--- config.mk ---
export PLATFORM = sky130hd
export DESIGN_NAME = osc_control
export DESIGN_NICKNAME = d
export VERILOG_FILES = /design/src/inc/osc_pkg.sv /design/src/logic/pow2_divider.sv /design/src/logic/sync2.sv /design/src/logic/osc_control.sv
export SDC_FILE = /design/constraint.sdc
export NUM_CORES = 1
export LEC_CHECK = 0
export BUFFER_PORTS_ARGS = -buffer_cell sky130_fd_sc_hd__buf_2
export CAP_MARGIN = 25
export CORE_MARGIN = 2
export CORE_UTILIZATION = 50
export CTS_BUF_LIST = sky130_fd_sc_hd__clkbuf_4 sky130_fd_sc_hd__clkbuf_8
export DETAILED_ROUTE_END_ITERATION = 8
export GPL_ROUTABILITY_DRIVEN = 0
export PLACE_DENSITY = 0.85
export SYNTH_ARGS = -nofsm -noshare
export SYNTH_HDL_FRONTEND = slang
export SYNTH_SLANG_ARGS = --single-unit
--- constraint.sdc ---
create_clock -name clock -period 7.4 [get_ports clock]
set_clock_uncertainty 0.1 [all_clocks]
set_input_delay 1.11 -clock clock [delete_from_list [all_inputs] [get_ports clock]]
set_output_delay 1.11 -clock clock [all_outputs]
set_load 0.1 [all_outputs]
--- src/inc/osc_pkg.sv ---
/*
  Shared constants for the oscillator control block: register offsets,
  field positions, reset values and the switch state type.
  Assumes a 32-bit APB bus with word-aligned registers.
*/
package osc_pkg;
  // ****************************************
  // register map (byte addresses)
  // ****************************************
  localparam logic [7:0] ADDR_CTRL = 8'h00;
  localparam logic [7:0] ADDR_CTRL_CLR = 8'h04;
  localparam logic [7:0] ADDR_CTRL_SET = 8'h08;
  localparam logic [7:0] ADDR_CTRL_INV = 8'h0C;
  localparam logic [7:0] ADDR_TUNE = 8'h10;
  localparam logic [7:0] ADDR_TUNE_CLR = 8'h14;
  localparam logic [7:0] ADDR_TUNE_SET = 8'h18;
  localparam logic [7:0] ADDR_TUNE_INV = 8'h1C;
  localparam logic [7:0] ADDR_IRQ_STATUS = 8'h20;
  localparam logic [7:0] ADDR_IRQ_CLEAR = 8'h24;
  localparam logic [7:0] ADDR_IRQ_ENABLE = 8'h28;
  localparam logic [7:0] ADDR_IRQ_PRIO = 8'h2C;
  // ****************************************
  // control register fields
  // ****************************************
  localparam int PLLDIV_LSB = 27;
  localparam int RCDIV_LSB = 24;
  localparam int SECONDARY_OSCILLATOR_RDY_BIT = 22;
  localparam int CUR_SEL_LSB = 12;
  localparam int NEXT_SEL_LSB = 8;
  localparam int FREEZE_BIT = 7;
  localparam int USB_LOCK_BIT = 6;
  localparam int PLL_LOCK_BIT = 5;
  localparam int SLEEP_BIT = 4;
  localparam int FAIL_BIT = 3;
  localparam int USB_RC_BIT = 2;
  localparam int SECONDARY_OSCILLATOR_EN_BIT = 1;
  localparam int SWITCH_BIT = 0;
  // software-writable bits through direct and alias writes
  localparam logic [31:0] CTRL_WMASK = 32'h3F00_0797;
  localparam logic [31:0] TUNE_WMASK = 32'h0000_003F;
  localparam logic [2:0] RCDIV_RESET = 3'h1;
  localparam int CFG2_PLLDIV_LSB = 16;
  // ****************************************
  // interrupt register fields
  // ****************************************
  localparam int IRQ_FAIL_BIT = 14;
  localparam int PRIO_LSB = 10;
  localparam int SUBPRIO_LSB = 8;
  localparam logic [31:0] PRIO_WMASK = 32'h0000_1F00;
  // ****************************************
  // timing
  // ****************************************
  localparam int CLK_MHZ = 100;
  localparam int SWITCH_NS = 100;
  localparam int SWITCH_CYC = (SWITCH_NS * CLK_MHZ + 999) / 1000;
  localparam logic [7:0] SWITCH_CYC_W = 8'(SWITCH_CYC);
  typedef enum logic [1:0] {SW_IDLE = 2'b00, SW_WAIT = 2'b01, SW_DONE = 2'b11} sw_state_t;
endpackage

--- src/logic/pow2_divider.sv ---
/*
  Power-of-two clock-enable divider: a pulse every 1,2,4..64,256 cycles.
  Assumes code changes come from a register on the same clock.
*/
module pow2_divider (
  // clock and reset
  input wire logic clock,
  input wire logic sys_rst,
  // divide code
  input wire logic [2:0] code,
  // divided tick
  output logic tick
);
  typedef struct packed {
    logic [7:0] count;
    logic tick;
  } div_t;
  div_t cur, next_cur;
  logic [7:0] limit;

  always_comb begin
    limit = (code == 3'h7) ? 8'hFF : 8'((9'h001 << code) - 9'h001);
    next_cur = cur;
    if (cur.count >= limit) begin
      next_cur.count = 8'h00;
      next_cur.tick = 1'b1;
    end else begin
      next_cur.count = cur.count + 8'h01;
      next_cur.tick = 1'b0;
    end
  end

  always_ff @(posedge clock) begin
    if (sys_rst) begin
      cur <= '0;
    end else begin
      cur <= next_cur;
    end
  end

  assign tick = cur.tick;
endmodule

--- src/logic/sync2.sv ---
/*
  Two-flop level synchroniser for pins from other domains.
  Assumes the input is a slow level.
*/
module sync2 (
  // clock and reset
  input wire logic clock,
  input wire logic sys_rst,
  // level in and out
  input wire logic din,
  output logic dout
);
  typedef struct packed {
    logic meta;
    logic sync;
  } sync_t;
  sync_t cur, next_cur;

  always_comb begin
    next_cur.meta = din;
    next_cur.sync = cur.meta;
  end

  always_ff @(posedge clock) begin
    if (sys_rst) begin
      cur <= '0;
    end else begin
      cur <= next_cur;
    end
  end

  assign dout = cur.sync;
endmodule

--- src/logic/osc_control.sv ---
/*
  Oscillator control registers behind an APB slave: control and tuning
  registers with clear/set/invert aliases, clock-fail interrupt, divider ticks.
  Assumes oscillator status pins are asynchronous and the muxes live outside.
*/
module osc_control (
  // clock and reset
  input wire logic clock,
  input wire logic sys_rst,
  // apb slave
  input wire logic psel,
  input wire logic penable,
  input wire logic pwrite,
  input wire logic [7:0] paddr,
  input wire logic [31:0] pwdata,
  output logic [31:0] prdata,
  output logic pready,
  output logic pslverr,
  // configuration words
  input wire logic [31:0] config_word_2,
  input wire logic monitor_enable_config,
  input wire logic [2:0] boot_source_sel,
  // oscillator status pins
  input wire logic secondary_osc_stable,
  input wire logic pll_locked,
  input wire logic usb_pll_settled,
  input wire logic fail_safe_monitor,
  // clock control outputs
  output logic pll_div_tick,
  output logic rc_div_tick,
  output logic [2:0] current_source_sel,
  output logic [5:0] fast_rc_trim,
  output logic sleep_on_wait,
  output logic usb_rc_source_enable,
  output logic secondary_osc_enable,
  // interrupt
  output logic clock_fail_irq
);
  typedef struct packed {
    logic [2:0] pll_output_divider;
    logic [2:0] rc_divider;
    logic [2:0] current_source_sel;
    logic [2:0] next_source_sel;
    logic selection_freeze;
    logic sleep_on_wait;
    logic clock_fail_flag;
    logic usb_rc_source_enable;
    logic secondary_osc_enable;
    logic switch_request;
    logic [5:0] fast_rc_trim;
    logic clock_fail_irq_flag;
    logic clock_fail_irq_enable;
    logic [2:0] clock_fail_irq_priority;
    logic [1:0] clock_fail_irq_subpriority;
    osc_pkg::sw_state_t sw_state;
    logic [7:0] sw_count;
    logic boot_load;
    logic [31:0] prdata;
    logic pready;
    logic pslverr;
    logic irq;
  } state_t;
  state_t cur, next_cur;
  logic secondary_oscillator_stable_s, pll_lock_s, usb_lock_s, fail_s;
  logic [31:0] ctrl_view, ctrl_new, tune_new, wdata;
  logic wr_access, setup_phase, frozen, pll_tick, rc_tick;

  // ****************************************
  // pin synchronisers
  // ****************************************
  sync2 u_sync_secondary_oscillator (.clock(clock), .sys_rst(sys_rst), .din(secondary_osc_stable),
    .dout(secondary_oscillator_stable_s));
  sync2 u_sync_pll (.clock(clock), .sys_rst(sys_rst), .din(pll_locked), .dout(pll_lock_s));
  sync2 u_sync_usb (.clock(clock), .sys_rst(sys_rst), .din(usb_pll_settled),
    .dout(usb_lock_s));
  sync2 u_sync_fail (.clock(clock), .sys_rst(sys_rst), .din(fail_safe_monitor),
    .dout(fail_s));

  // ****************************************
  // dividers
  // ****************************************
  pow2_divider u_pll_div (.clock(clock), .sys_rst(sys_rst),
    .code(cur.pll_output_divider), .tick(pll_tick));
  pow2_divider u_rc_div (.clock(clock), .sys_rst(sys_rst),
    .code(cur.rc_divider), .tick(rc_tick));

  always_comb begin
    ctrl_view = '0;
    ctrl_view[osc_pkg::PLLDIV_LSB +: 3] = cur.pll_output_divider;
    ctrl_view[osc_pkg::RCDIV_LSB +: 3] = cur.rc_divider;
    // ready only while enabled and stable
    ctrl_view[osc_pkg::SECONDARY_OSCILLATOR_RDY_BIT] = secondary_oscillator_stable_s & cur.secondary_osc_enable;
    ctrl_view[osc_pkg::CUR_SEL_LSB +: 3] = cur.current_source_sel;
    ctrl_view[osc_pkg::NEXT_SEL_LSB +: 3] = cur.next_source_sel;
    ctrl_view[osc_pkg::FREEZE_BIT] = cur.selection_freeze;
    ctrl_view[osc_pkg::USB_LOCK_BIT] = usb_lock_s;
    ctrl_view[osc_pkg::PLL_LOCK_BIT] = pll_lock_s;
    ctrl_view[osc_pkg::SLEEP_BIT] = cur.sleep_on_wait;
    ctrl_view[osc_pkg::FAIL_BIT] = cur.clock_fail_flag;
    ctrl_view[osc_pkg::USB_RC_BIT] = cur.usb_rc_source_enable;
    ctrl_view[osc_pkg::SECONDARY_OSCILLATOR_EN_BIT] = cur.secondary_osc_enable;
    ctrl_view[osc_pkg::SWITCH_BIT] = cur.switch_request;
  end

  // ****************************************
  // register and switch logic
  // ****************************************
  always_comb begin
    next_cur = cur;
    wdata = pwdata;
    wr_access = psel & penable & pwrite;
    setup_phase = psel & ~penable;
    frozen = cur.selection_freeze & monitor_enable_config;
    ctrl_new = ctrl_view;
    tune_new = {26'h0, cur.fast_rc_trim};
    next_cur.pready = setup_phase;
    next_cur.pslverr = 1'b0;
    next_cur.prdata = '0;
    next_cur.boot_load = 1'b0;
    if (cur.boot_load) begin
      next_cur.pll_output_divider = config_word_2[osc_pkg::CFG2_PLLDIV_LSB +: 3];
      next_cur.current_source_sel = boot_source_sel;
      next_cur.next_source_sel = boot_source_sel;
    end
    if (wr_access & cur.pready) begin
      case (paddr)
        osc_pkg::ADDR_CTRL: ctrl_new = wdata;
        osc_pkg::ADDR_CTRL_CLR: ctrl_new = ctrl_view & ~wdata;
        osc_pkg::ADDR_CTRL_SET: ctrl_new = ctrl_view | wdata;
        osc_pkg::ADDR_CTRL_INV: ctrl_new = ctrl_view ^ wdata;
        osc_pkg::ADDR_TUNE: tune_new = wdata;
        osc_pkg::ADDR_TUNE_CLR: tune_new = {26'h0, cur.fast_rc_trim} & ~wdata;
        osc_pkg::ADDR_TUNE_SET: tune_new = {26'h0, cur.fast_rc_trim} | wdata;
        osc_pkg::ADDR_TUNE_INV: tune_new = {26'h0, cur.fast_rc_trim} ^ wdata;
        osc_pkg::ADDR_IRQ_CLEAR: begin
          if (wdata[osc_pkg::IRQ_FAIL_BIT]) begin
            next_cur.clock_fail_irq_flag = 1'b0;
          end
        end
        osc_pkg::ADDR_IRQ_ENABLE: begin
          next_cur.clock_fail_irq_enable = wdata[osc_pkg::IRQ_FAIL_BIT];
        end
        osc_pkg::ADDR_IRQ_PRIO: begin
          next_cur.clock_fail_irq_priority = wdata[osc_pkg::PRIO_LSB +: 3];
          next_cur.clock_fail_irq_subpriority = wdata[osc_pkg::SUBPRIO_LSB +: 2];
        end
        osc_pkg::ADDR_IRQ_STATUS: next_cur.pslverr = 1'b0;
        // error answer already given in the setup cycle
        default: ctrl_new = ctrl_view;
      endcase
      // only writable bits take the new value
      ctrl_new = (ctrl_new & osc_pkg::CTRL_WMASK) | (ctrl_view & ~osc_pkg::CTRL_WMASK);
      if (!frozen) begin
        next_cur.pll_output_divider = ctrl_new[osc_pkg::PLLDIV_LSB +: 3];
        next_cur.next_source_sel = ctrl_new[osc_pkg::NEXT_SEL_LSB +: 3];
      end
      next_cur.rc_divider = ctrl_new[osc_pkg::RCDIV_LSB +: 3];
      // freeze is sticky until reset
      next_cur.selection_freeze = ctrl_new[osc_pkg::FREEZE_BIT] | cur.selection_freeze;
      next_cur.sleep_on_wait = ctrl_new[osc_pkg::SLEEP_BIT];
      next_cur.usb_rc_source_enable = ctrl_new[osc_pkg::USB_RC_BIT];
      next_cur.secondary_osc_enable = ctrl_new[osc_pkg::SECONDARY_OSCILLATOR_EN_BIT];
      if (!frozen && ctrl_new[osc_pkg::SWITCH_BIT] && cur.sw_state == osc_pkg::SW_IDLE) begin
        next_cur.switch_request = 1'b1;
      end
      next_cur.fast_rc_trim = tune_new[5:0] & osc_pkg::TUNE_WMASK[5:0];
    end
    // answer built in the setup cycle so it stands with pready
    if (setup_phase) begin
      case (paddr)
        osc_pkg::ADDR_CTRL: next_cur.prdata = ctrl_view;
        osc_pkg::ADDR_TUNE: next_cur.prdata = {26'h0, cur.fast_rc_trim};
        osc_pkg::ADDR_IRQ_STATUS: next_cur.prdata[osc_pkg::IRQ_FAIL_BIT] = cur.clock_fail_irq_flag;
        osc_pkg::ADDR_IRQ_ENABLE:
          next_cur.prdata[osc_pkg::IRQ_FAIL_BIT] = cur.clock_fail_irq_enable;
        osc_pkg::ADDR_IRQ_PRIO: next_cur.prdata = {19'h0, cur.clock_fail_irq_priority,
          cur.clock_fail_irq_subpriority, 8'h00};
        osc_pkg::ADDR_CTRL_CLR, osc_pkg::ADDR_CTRL_SET, osc_pkg::ADDR_CTRL_INV,
        osc_pkg::ADDR_TUNE_CLR, osc_pkg::ADDR_TUNE_SET, osc_pkg::ADDR_TUNE_INV,
        osc_pkg::ADDR_IRQ_CLEAR: next_cur.prdata = '0;
        default: next_cur.pslverr = 1'b1;
      endcase
      // a write answers with zero data
      if (pwrite) begin
        next_cur.prdata = '0;
      end
    end
    // failure events win over software clear
    if (fail_s) begin
      next_cur.clock_fail_flag = 1'b1;
      next_cur.clock_fail_irq_flag = 1'b1;
    end
    case (cur.sw_state)
      osc_pkg::SW_IDLE: begin
        next_cur.sw_count = '0;
        if (cur.switch_request) begin
          next_cur.sw_state = osc_pkg::SW_WAIT;
        end
      end
      osc_pkg::SW_WAIT: begin
        next_cur.sw_count = cur.sw_count + 8'h01;
        if (cur.sw_count >= osc_pkg::SWITCH_CYC_W - 8'h01) begin
          next_cur.sw_state = osc_pkg::SW_DONE;
        end
      end
      osc_pkg::SW_DONE: begin
        next_cur.current_source_sel = cur.next_source_sel;
        next_cur.switch_request = 1'b0;
        next_cur.sw_state = osc_pkg::SW_IDLE;
      end
      default: next_cur.sw_state = osc_pkg::SW_IDLE;
    endcase
    next_cur.irq = next_cur.clock_fail_irq_flag & next_cur.clock_fail_irq_enable;
  end

  always_ff @(posedge clock) begin
    if (sys_rst) begin
      cur <= '0;
      cur.rc_divider <= osc_pkg::RCDIV_RESET;
      cur.boot_load <= 1'b1;
      cur.sw_state <= osc_pkg::SW_IDLE;
    end else begin
      cur <= next_cur;
    end
  end

  // ****************************************
  // outputs
  // ****************************************
  assign prdata = cur.prdata;
  assign pready = cur.pready;
  assign pslverr = cur.pslverr;
  assign pll_div_tick = pll_tick;
  assign rc_div_tick = rc_tick;
  assign current_source_sel = cur.current_source_sel;
  assign fast_rc_trim = cur.fast_rc_trim;
  assign sleep_on_wait = cur.sleep_on_wait;
  assign usb_rc_source_enable = cur.usb_rc_source_enable;
  assign secondary_osc_enable = cur.secondary_osc_enable;
  assign clock_fail_irq = cur.irq;
endmodule

# After elaboration in Yosys (flattened, before gate mapping)
# Cells that the tools add are included.
dict set report op_classes {
  muxes 32
  bitwise_logic 19
  n_shift 2
  n_eq_ne 17
  addsub 5
  order_cmp 3
  reduce_logical 19
}
# op n
set op_table {}
lappend op_table {{30-bit one-hot mux with 4 select lines} 1}
lappend op_table {{32-bit two-way mux} 2}
lappend op_table {{14-bit one-hot mux with 3 select lines} 1}
lappend op_table {{36-bit two-way mux} 1}
lappend op_table {{8-bit by 5-bit == test with 1-bit output (second input constant)} 4}
lappend op_table {{8-bit by 6-bit == test with 1-bit output (second input constant)} 4}
lappend op_table {{30-bit AND} 1}
lappend op_table {{30-bit two-way mux} 1}
lappend op_table {{30-bit NOT} 1}
lappend op_table {{30-bit by 23-bit OR with 30-bit output} 1}
lappend op_table {{30-bit OR} 1}
lappend op_table {{30-bit bitwise XOR} 1}
lappend op_table {{8-bit by 1-bit adder with 8-bit output (second input constant)} 3}
lappend op_table {{6-bit one-hot mux with 4 select lines} 1}
lappend op_table {{8-bit by 4-bit == test with 1-bit output (second input constant)} 2}
lappend op_table {{8-bit greater-or-equal comparator} 2}
lappend op_table {{8-bit two-way mux} 2}
lappend op_table {{8-bit one-hot mux with 2 select lines} 1}
lappend op_table {{1-bit by 3-bit << shifter with 8-bit output (first input constant)} 2}
lappend op_table {{8-bit by 1-bit subtractor with 8-bit output (second input constant)} 2}
lappend op_table {{15-bit two-way mux} 1}
lappend op_table {{3-bit two-way mux} 4}
lappend op_table {{6-bit two-way mux} 2}
lappend op_table {{12-bit OR reduction} 1}
lappend op_table {{other kinds (28)} 55}
dict set report word_totals {
  input_bits 85
  wordCells 132
  register_bits 103
}

# Longest topological paths before layout
# Gate-level depths: netlist (run 1).
dict set report logic_depth {
  depth_word 8
  mapped_depth 12
}

# Cells and area by module
# A second synthesis (run 1) with hierarchy kept.
dict set report hier_totals {
  hier_cells 623
  hier_area_um2 5715.5
}
# mod cells_per_inst instances seq_area_each_um2 area_per_inst_um2
set modules_own_cells {}
lappend modules_own_cells {osc_control 454 1 1341.3 4135.2}
lappend modules_own_cells {{pow2_divider at u_pll_div} 75 1 180.2 685.7}
lappend modules_own_cells {{pow2_divider at u_rc_div} 78 1 180.2 684.4}
lappend modules_own_cells {sync2 4 4 40.0 52.6}

# Least setup slack after synthesis (run 1)
# Ideal clock, no wire load.
dict set report synth_path {
  kind {flip-flop to flip-flop}
  from {reg cur (netlist bit ctrl_view[29])}
  to {reg u_pll_div.cur (netlist bit u_pll_div.tick)}
  setup_time_ps 115
  path_buffers 1
  path_slack_ps 4659
  period_less_slack_ps 2741
  path_stages_with_launch 13
  arrival_ps 2526
  cell_sequence {dfxtp_1 clkbuf_1 nor2_1 nand2_1 ha_1 nor2b_1 a21oi_1 o221ai_1 ha_1 a211o_1 o211ai_1 o211ai_1 and3_1}
}
dict set report synth_between {
  elab_chain_cells 5
}
# item line_no
set synth_lines {}
lappend synth_lines {{start, declared} osc_control.sv:63} ;# state_t cur, next_cur;
lappend synth_lines {{start signal, assigned} osc_control.sv:223} ;# cur <= next_cur;
lappend synth_lines {{1-bit by 3-bit << shifter with 8-bit output} pow2_divider.sv:22} ;# limit = (code == 3'h7) ? 8'hFF : 8'((9'h001 << code) - 9'h001);
lappend synth_lines {{8-bit by 1-bit subtractor with 8-bit output} pow2_divider.sv:22}
lappend synth_lines {{8-bit two-way mux (*)} pow2_divider.sv:22}
lappend synth_lines {{8-bit greater-or-equal comparator (*)} pow2_divider.sv:24} ;# if (cur.count >= limit) begin
lappend synth_lines {{1-bit two-way mux (*)} pow2_divider.sv:24}
lappend synth_lines {{end signal, assigned} pow2_divider.sv:37} ;# cur <= next_cur;
lappend synth_lines {{end, declared} pow2_divider.sv:18} ;# div_t cur, next_cur;
# Every way passes the cells marked *; elsewhere a longest branch is shown, timed or not.
# A chain may end at the register's enable or synchronous reset.

# Worst setup path in the final report (run 1)
dict set report layout_path {
  from {in sys_rst}
  to {reg cur (netlist bit prdata[1])}
}
dict set report layout_between {
  elab_chain_cells 1
}
# item line_no
set layout_lines {}
lappend layout_lines {{start, declared} osc_control.sv:9} ;# input wire logic sys_rst,
lappend layout_lines {{3-bit OR reduction (no source line)} n/a}
# No other way between the ends.

==> results of run 1 <==
synth_stat cells, types with 3 or more instances:
library cell,number,area [um2]
clkbuf_1,12,45.0
a22oi_1,11,82.6
nor2_1,49,184
xnor2_1,6,52.6
a221o_1,5,50.1
and2_1,8,50.1
buf_4,42,315
mux2_2,5,56.3
dfxtp_1,93,1860
nor3_1,8,40.0
nor2b_1,17,106
mux2i_1,11,110
nand4_1,3,18.8
a31oi_1,3,18.8
nor4_4,3,63.8
inv_1,57,214
buf_1,3,11.3
nand2b_1,5,31.3
nand2_1,25,93.8
and3_1,22,138
a211oi_1,27,203
a22o_1,9,78.8
nand3_1,21,105
xor2_1,11,96.3
and4_1,5,43.8
buf_2,6,30.0
mux4_2,14,315
a21oi_1,20,100
o211ai_1,5,37.5
ha_1,63,788
o21ai_0,7,35.0
critical path: stages:
cell and delay, ps:
buf_2 180, buf_12 210, or3b_1 400, nor2_1 780, nand3_1 630, nor2_1 280
state kept, by name, summed over array words and instances, names as in the netlist, 3 cells and up, named ones only:
| name | count |
|---|---|
| cur | 18 |
| current_source_sel | 3 |
| ctrl_view | 9 |
| u_pll_div.cur | 8 |
| fast_rc_trim | 6 |
| u_rc_div.cur | 8 |
| prdata | 22 |
metal layers:
| layer | global-route usage, % | vias up | wire, um |
|---|---|---|---|
| met4 | 10.6 | 0 | 345 |
| li1 | - | 2160 | - |
| met1 | 25.2 | 2178 | 5360 |
| met2 | 38.3 | 151 | 6490 |
| met5 | 0 | - | 0 |
| met3 | 4.06 | 29 | 834 |
how the worst max path moves through the flow:
stage | cells after the start | slack, ps | endpoint | from
6_report | 6 | 4000 | prdata[1]$_SDFF_PP0_ | sys_rst
5_1_grt | 6 | 3930 | prdata[1]$_SDFF_PP0_ | sys_rst
4_1_cts | 5 | 3950 | prdata[5]$_SDFF_PP0_ | sys_rst
3_5_place_dp | 5 | 3560 | prdata[5]$_SDFF_PP0_ | sys_rst
3_3_place_gp | 5 | 3660 | prdata[8]$_SDFF_PP0_ | sys_rst
2_1_floorplan | 12 | 4660 | u_pll_div.tick$_SDFF_PP0_ | ctrl_view[29]$_SDFFE_PP0P_
through the flow:
stage / std cells / hold slack, ps
global placement: 772 / 321
global route: 789 / 371
CTS: 788 / 347
finish: 789 / 344
detailed placement: 772 / 327
floorplan: 616 / 314
cell usage in the layout, fill, tap and decap left out, drive strengths merged, types with 3 or more instances in the layout:
cell type	instances
nand2	25
nor3	9
o211ai	5
dfxtp	93
nor2	49
a31oi	3
a22o	9
and2	8
buf	82
mux2i	11
and3	22
nand2b	5
mux2	5
inv	59
nand4	3
nor4	4
a221o	5
conb	10
a211oi	27
ha	63
nand3	21
clkbuf	10
xnor2	6
mux4	14
clkinv	3
nor2b	17
a22oi	11
o21ai	7
and4	5
a21oi	20
xor2	11
logic make-up (layout without fill, tap and decap cells):
family,after synthesis,in the layout
and+or+nand+nor,181,181
buffers and inverters,122,155
AOI/OAI and AO/OA,100,100
DFF,93,93
adders and majority gates,63,63
muxes,30,30
xor gates and xnor gates,17,17
other,1,10
cell type report:
| cell class | count | area, um2 |
|---|---|---|
| Fill cell | 909 | 4860 |
| Multi-Input combinational cell | 401 | 3190 |
| Sequential cell | 93 | 1860 |
| Timing Repair Buffer | 82 | 425 |
| Inverter | 57 | 214 |
| Tap cell | 140 | 175 |
| Clock buffer | 10 | 138 |
| Clock inverter | 6 | 70.1 |
power by group through the flow:
stage	logic, W	clock network (W)	registers, W
3_5_place_dp	0.000207	0	0.000548
4_1_cts	0.000209	0.000363	0.000537
2_1_floorplan	0.000146	0	0.000565
6_report	0.000211	0.000361	0.000537
3_3_place_gp	0.000199	0	0.000548
5_1_grt	0.000232	0.000383	0.000540
==> flow_metrics.tcl, run 1 <==
set metrics [dict create \
    synthMuxAreaShare_pct 8.52 \
    fin_tns_setup_ps 0 \
    dieWidth_um 110 \
    synth_top_family_by_area "simple AND/OR/NAND/NOR gates" \
    grt_pass1_wl_um 20800 \
    wirelength_um 13000 \
    firstDrtPassIters 5 \
    r2r_end "u_rc_div.tick$_SDFF_PP0_" \
    async_flop_share_pct 0 \
    vias 4518 \
    leakage_nw 2.74 \
    rsz0062_at_grt "false" \
    ys.flop_type "dfxtp_1" \
    reg2reg_depth 11 \
    p_sw_w 0.000353 \
    maxCapViolCount 0 \
    finalPower_w 0.00111 \
    viasPerCell 5.73 \
    start_kind "input pin" \
    cts_buffer_depth 2 \
    p_int_w 0.000756 \
    setup_ws_ps 4000 \
    worst_pin_slew_ps 1010 \
    synth_edf_count 0 \
    drc 0 \
    power_frac_comb_pct 19.0 \
    critPathCaptureType "register" \
    cts.sinks 93 \
    grt_pass1_vias 4492 \
    ys_types 55 \
    maxSlewHeadroom_pct 32.4 \
    seq_area_frac_synth_pct 32.9 \
    pwr-share-seq_pct 48.5 \
    p_per_area_nw_per_um2 182 \
    maxSlewViolCount 0 \
    clk_pin_slew_ps 100 \
    synth_fa_ha_area_share_pct 13.9 \
    critical_path_class "in2reg" \
    synthCells 607 \
    synthXorXnorAreaFrac_pct 2.63 \
    fmax_mhz 294 \
    start_util_pct 51.7 \
    arrival_ps 3600 \
    synth.avg_cell_area_um2 9.31 \
    ir_worst_vdd_uv 97.9 \
    antenna_found_initial 0 \
    dpl-instance-area_um2 5850 \
    post_cts_buffers 0 \
    critPathMaxFanout 44 \
    htreeDepth 3 \
    synth_warnings 0 \
    antenna_cells 0 \
    die_area_um2 12200 \
    worstPathRequired_ps 7600 \
    port_buffers 81 \
    io_pins 134 \
    synth-simple-area-share_pct 17.9 \
    pre_cts_slack_ps 3560 \
    synth_compound_area_share_pct 12.8 \
    drive_above_1_share_pct 19.6 \
    setup_viol 0 \
    final_util_pct 55.6 \
    cts-hold-fix-buffers 0 \
    drt_iter0_markers 359 \
    status "finished clean" \
    postRouteAntennaNets 0 \
    p_clk_share_pct 32.6 \
    core_region_area_um2 10900 \
    worstHoldPathCells 1 \
    grt_usage_pct 21.7 \
    grt_max_degree 54 \
    hpwl_um 9310 \
    layout_min_cycle_time_ps 3400 \
    final_area_um2 6080 \
    worstSkewPairLatency_ps 380 \
    wl_per_cell_um 16.5 \
    hold_class "reg2reg" \
    ctsResizeCount 0 \
    fin_crit_sh_pct 46.0 \
    synth_seq_cells 93 \
    min_to "u_sync_pll.dout$_SDFF_PP0_" \
    area_delta_synth_final_pct 7.51 \
    fp.dieH_um 110 \
    cts_buffers 9 \
    switching_share_pct 31.8 \
    num_rows 38 \
    grt-ovfl-total 0 \
    syn_area_um2 5650 \
    rrSetupSlack_ps 4250 \
    nets 792 \
    cts_tree "yes" \
    hold_violations 0 \
    hp-start "u_sync_pll.cur[1]$_SDFF_PP0_" \
    clockRootBuffer "clkbuf_8" \
]
(Power assumes the default switching activity.)
==> inputs of run 2 (changes only) <==
==> constraint.sdc (replaced) <==
create_clock -name clock -period 3.2 [get_ports clock]
set_clock_uncertainty 0.1 [all_clocks]
set_input_delay 0.48 -clock clock [delete_from_list [all_inputs] [get_ports clock]]
set_output_delay 0.48 -clock clock [all_outputs]
set_load 0.1 [all_outputs]
==> run 2 against run 1 <==
Net effect:
- largest cell class unchanged
- register-to-register slack got worse by 3900 ps
- non-clock buffer count up 10
- critical path type is now reg2reg
- via count is 1.5% higher
- clock-buffer cell count shrank 1
- setup slack worse by 3700 ps
- sequential power up 130%
- combinational power up 150%
- clock power rose by 120%
- wire length grew 1.9%
==> flow_metrics.tcl, run 2 (synthesis gave the netlist of run 1 again) <==
set metrics [dict create \
    cpLargestDelayFamily "compound AO/OA/AOI/OAI gates" \
    port_buffers 81 \
    nets 802 \
    clk_pin_slew_ps 90 \
    fmax_mhz 345 \
    pwr-share-seq_pct 48.5 \
    reg2reg_from "ctrl_view[27]$_SDFFE_PP0P_" \
    leakage_nw 2.78 \
    status "finished clean" \
    maxCapViolCount 0 \
    firstDrtPassIters 5 \
    layout_min_cycle_time_ps 2900 \
    grt_pass1_vias 4610 \
    critical_path_class "reg2reg" \
    max_stage_delay_ps 470 \
    area_delta_synth_final_pct 8.50 \
    ir_worst_vdd_uv 256 \
    r2r_end "u_pll_div.cur[5]$_SDFF_PP0_" \
    setup_viol 0 \
    drive_above_1_share_pct 20.9 \
    hold_class "in2reg" \
    dieWidth_um 110 \
    die_area_um2 12200 \
    cts_tree "yes" \
    hp-start "pll_locked" \
    fp.dieH_um 110 \
    grt-ovfl-total 0 \
    hpwl_um 9840 \
    arrival_ps 3080 \
    worstHoldPathCells 2 \
    worstSkewPairLatency_ps 370 \
    cts_buffers 9 \
    p_clk_share_pct 31.2 \
    cts_buffer_depth 2 \
    min_to "u_sync_pll.cur[1]$_SDFF_PP0_" \
    critPathSlowestCell "dfxtp_1" \
    clockRootBuffer "clkbuf_8" \
    drc 0 \
    worst_pin_slew_ps 750 \
    layout_commonest_cell "dfxtp_1" \
    reg2reg_depth 12 \
    io_pins 134 \
    antenna_found_initial 2 \
    start_util_pct 51.7 \
    critPathCaptureType "register" \
    p_per_area_nw_per_um2 418 \
    cp_num_buf_inv 2 \
    start_kind "register" \
    stdcell_count 800 \
    largest_register_ffs 22 \
    cts.sinks 93 \
    rrSetupSlack_ps 300 \
    dpl-instance-area_um2 5920 \
    postRouteAntennaNets 0 \
    power_frac_comb_pct 20.3 \
    grt_usage_pct 22.9 \
    finalPower_w 0.00257 \
    maxSlewViolCount 0 \
    htreeDepth 3 \
    maxSlewHeadroom_pct 49.8 \
    fin_crit_sh_pct 90.6 \
    path_cells "inv_1 > nand2_1 > ha_1 > nor2b_1 > a21oi_1 > o221ai_1 > ha_1 > a211o_1 > o211ai_1 > o211ai_1 > buf_4 > a211oi_1" \
    grt_pass1_wl_um 21700 \
    worstPathRequired_ps 3380 \
    layout_common_cells "dfxtp_1 (92), buf_2 (81), ha_1 (63)" \
    grt_max_degree 33 \
    rsz0062_at_grt "false" \
    fin_tns_setup_ps 0 \
    vias 4588 \
    cts-hold-fix-buffers 0 \
    critPathMaxFanout 9 \
    core_region_area_um2 10900 \
    switching_share_pct 31.9 \
    drt_iter0_markers 398 \
    pre_cts_slack_ps 224 \
    wirelength_um 13300 \
    p_int_w 0.00175 \
    num_rows 38 \
    final_area_um2 6130 \
    wl_per_cell_um 16.6 \
    setup_ws_ps 300 \
    p_sw_w 0.000819 \
    viasPerCell 5.74 \
    hold_violations 0 \
    dp_cells 782 \
]
run 2: cell types whose count changed in the layout (fill, tap and decap cells not counted):
cell and change:
dfxtp_2 +1, clkbuf_8 -1, buf_12 -1, clkinv_4 -1, buf_4 +11, clkinv_2 +1, diode_2 +1, dfxtp_1 -1
clkinvlp_4 +1
run 2: timing repair:
item                                    CTS  global route
resized for setup                         0             1
buffers inserted                          0             1
endpoints found under the setup margin    0             9
run 2: layout make-up:
| cell class | count | area (um2) |
|---|---|---|
| Multi-Input combinational cell | 401 | 3190 |
| Tap cell | 140 | 175 |
| Antenna cell | 1 | 2.50 |
| Fill cell | 917 | 4800 |
| Inverter | 57 | 214 |
| Timing Repair Buffer | 92 | 488 |
| Sequential cell | 93 | 1860 |
| Clock inverter | 7 | 73.8 |
| Clock buffer | 9 | 124 |
run 2: layer usage:
layer	vias up	part of all wire, %	GRT usage (%)
met1	2195	40	25.5
met4	2	3.7	10.9
met5	-	0.098	0
li1	2174	-	-
met2	169	50	40.8
met3	48	6.5	5.35
run 2: how the worst max path moves through the flow:
stage	cells after the start	slack, ps	endpoint	start
after floorplan	12	460	u_pll_div.tick$_SDFF_PP0_	ctrl_view[29]$_SDFFE_PP0P_
after global placement	11	340	u_rc_div.tick$_SDFF_PP0_	register
after detailed placement	11	220	u_rc_div.tick$_SDFF_PP0_	register
after CTS	11	210	u_rc_div.tick$_SDFF_PP0_	register
after global routing	12	40	u_pll_div.cur[7]$_SDFF_PP0_	ctrl_view[27]$_SDFFE_PP0P_
final	12	300	u_pll_div.cur[5]$_SDFF_PP0_	ctrl_view[27]$_SDFFE_PP0P_
run 2: power groups by stage:
stage               Clock, W  Sequential (W)  Combinational [W]
global placement           0         0.00127           0.000470
floorplan                  0         0.00131           0.000337
global route        0.000865         0.00125           0.000569
detailed placement         0         0.00127           0.000496
finish              0.000802         0.00124           0.000520
CTS                 0.000812         0.00124           0.000499
run 2: stage by stage:
step           hold WS (ps)  util, %
4_1_cts                 208     56.0
5_1_grt                 221     56.1
6_report                213     56.1
3_5_place_dp            324     54.2
2_1_floorplan           314        -
3_3_place_gp            318     54.2
==> inputs of run 3 (changes only) <==
--- a/config.mk
+++ b/config.mk
@@ -7,6 +7,7 @@
 export LEC_CHECK = 0
 export BUFFER_PORTS_ARGS = -buffer_cell sky130_fd_sc_hd__buf_2
 export CAP_MARGIN = 25
+export CORE_ASPECT_RATIO = 0.75
 export CORE_MARGIN = 2
 export CORE_UTILIZATION = 50
 export CTS_BUF_LIST = sky130_fd_sc_hd__clkbuf_4 sky130_fd_sc_hd__clkbuf_8
==> run 3 against run 2 <==
Net effect:
- sequential share of layout area is essentially flat
- total power grew 1.6%
- wire length shrank 1.4%
- worst hold slack lost 7.8 ps
- flip-flop and latch count is the same
- die area is essentially flat
- clock-buffer cell count grew 3
- final area is essentially flat
- register-to-register slack is essentially flat
- combinational power shrank 1%
- cell count shrank 0.38%
- highest routed layer is now met4
- critical path depth is the same
==> flow_metrics.tcl, run 3 (synthesis gave the netlist of run 1 again) <==
set metrics [dict create \
    largest_register_ffs 22 \
    cts_buffers 9 \
    antenna_found_initial 0 \
    arrival_ps 3080 \
    grt_max_degree 53 \
    clockRootBuffer "clkbuf_8" \
    fp.dieH_um 96.1 \
    leakage_nw 2.78 \
    hold_class "in2reg" \
    port_buffers 81 \
    viasPerCell 5.72 \
    fmax_mhz 345 \
    final_area_um2 6140 \
    htreeDepth 3 \
    postRouteAntennaNets 0 \
    area_delta_synth_final_pct 8.59 \
    maxSlewHeadroom_pct 51.8 \
    worst_hold_slack_ps 206 \
    cts.sinks 93 \
    p_per_area_nw_per_um2 425 \
    layout_commonest_cell "dfxtp_1" \
    critPathMaxFanout 9 \
    maxCapViolCount 0 \
    cts_buffer_depth 2 \
    start_kind "register" \
    antenna_cells 0 \
    status "finished clean" \
    cts_tree "yes" \
    vias 4560 \
    grt-ovfl-total 0 \
    dieWidth_um 127 \
    hpwl_um 9570 \
    grt_pass1_wl_um 21400 \
    fin_crit_sh_pct 90.5 \
    num_rows 33 \
    worstSkewPairLatency_ps 370 \
    drc 0 \
    start_util_pct 51.5 \
    dpl-instance-area_um2 5910 \
    grt_pass1_vias 4393 \
    critical_path_class "reg2reg" \
    ir_worst_vdd_uv 204 \
    drive_above_1_share_pct 20.7 \
    critPathCaptureType "register" \
    io_pins 134 \
    layout_common_cells "dfxtp_1 (92), buf_2 (81), ha_1 (63)" \
    die_area_um2 12200 \
    wirelength_um 13100 \
    worst_pin_slew_ps 719 \
    drt_iter0_markers 212 \
    finalPower_w 0.00261 \
    layout_min_cycle_time_ps 2900 \
    clk_pin_slew_ps 90 \
    hold_violations 0 \
    maxSlewViolCount 0 \
    wl_per_cell_um 16.4 \
    nets 800 \
    grt_usage_pct 22.4 \
    worstPathRequired_ps 3390 \
    core_region_area_um2 11000 \
    rrSetupSlack_ps 300 \
    firstDrtPassIters 5 \
    fillers 965 \
    setup_viol 0 \
]
[run 3: timing repair]
action                                  in CTS  in global routing
hold endpoints to repair                     0                  0
endpoints found under the setup margin       0                  9
hold buffers                                 0                  0
setup buffers                                0                  1
gates resized for setup                      0                  1
[run 3: power breakdown]
group | leakage (nW) | switching, W | internal (W)
clock network | 0.109 | 0.000426 | 0.000428
logic | 1.92 | 0.000332 | 0.000182
registers | 0.755 | 0.0000422 | 0.00120
[run 3: worst max-delay path, cell delays in order, from the launching register on]
cell	delay (ps)
dfxtp_1	480
inv_1	180
nand3_1	120
ha_1	210
nor2b_1	240
a21oi_1	90
o221ai_1	210
ha_1	280
a211o_1	290
o211ai_1	90
o211ai_1	110
buf_4	180
a211oi_1	220
[run 3: cell type report]
type                    count  area [um2]  area share [%]
clock inverters             4        55.1           0.897
multi-input cells         401        3190            52.0
inverters                  57         214            3.49
repair buffers             90         473            7.71
flip-flops and latches     93        1860            30.4
well taps                 140         175            2.85
clock buffers              12         165            2.69
[run 3: path summary, 6_finish.rpt]
path,end,cells past startpoint,start
worst max-delay path,u_rc_div.cur[7]$_SDFF_PP0_,12,register
worst max register to register,u_rc_div.cur[7]$_SDFF_PP0_,12,register
worst min-delay path,u_sync_secondary_oscillator.cur[1]$_SDFF_PP0_,2,secondary_osc_stable
worst min register to register,u_sync_fail.dout$_SDFF_PP0_,1,u_sync_fail.cur[1]$_SDFF_PP0_
[run 3: layer usage]
layer	up-vias	wire length [um]	part of all wire [%]	global-route usage, %
met3	13	908	6.9	4.67
li1	2175	-	-	-
met5	-	0	0	0
met1	2232	5690	43	28.2
met2	140	6340	48	39.2
met4	0	163	1.2	6.96
[run 3: stage by stage]
stage	worst slack [ps]	instances	util, %	TNS [ps]
6_report	305	797	55.9	0
5_1_grt	-5.68	797	55.9	-10.9
4_1_cts	194	796	55.8	0
3_5_place_dp	199	780	53.8	0
3_3_place_gp	355	780	53.8	0
2_1_floorplan	459	616	-	0
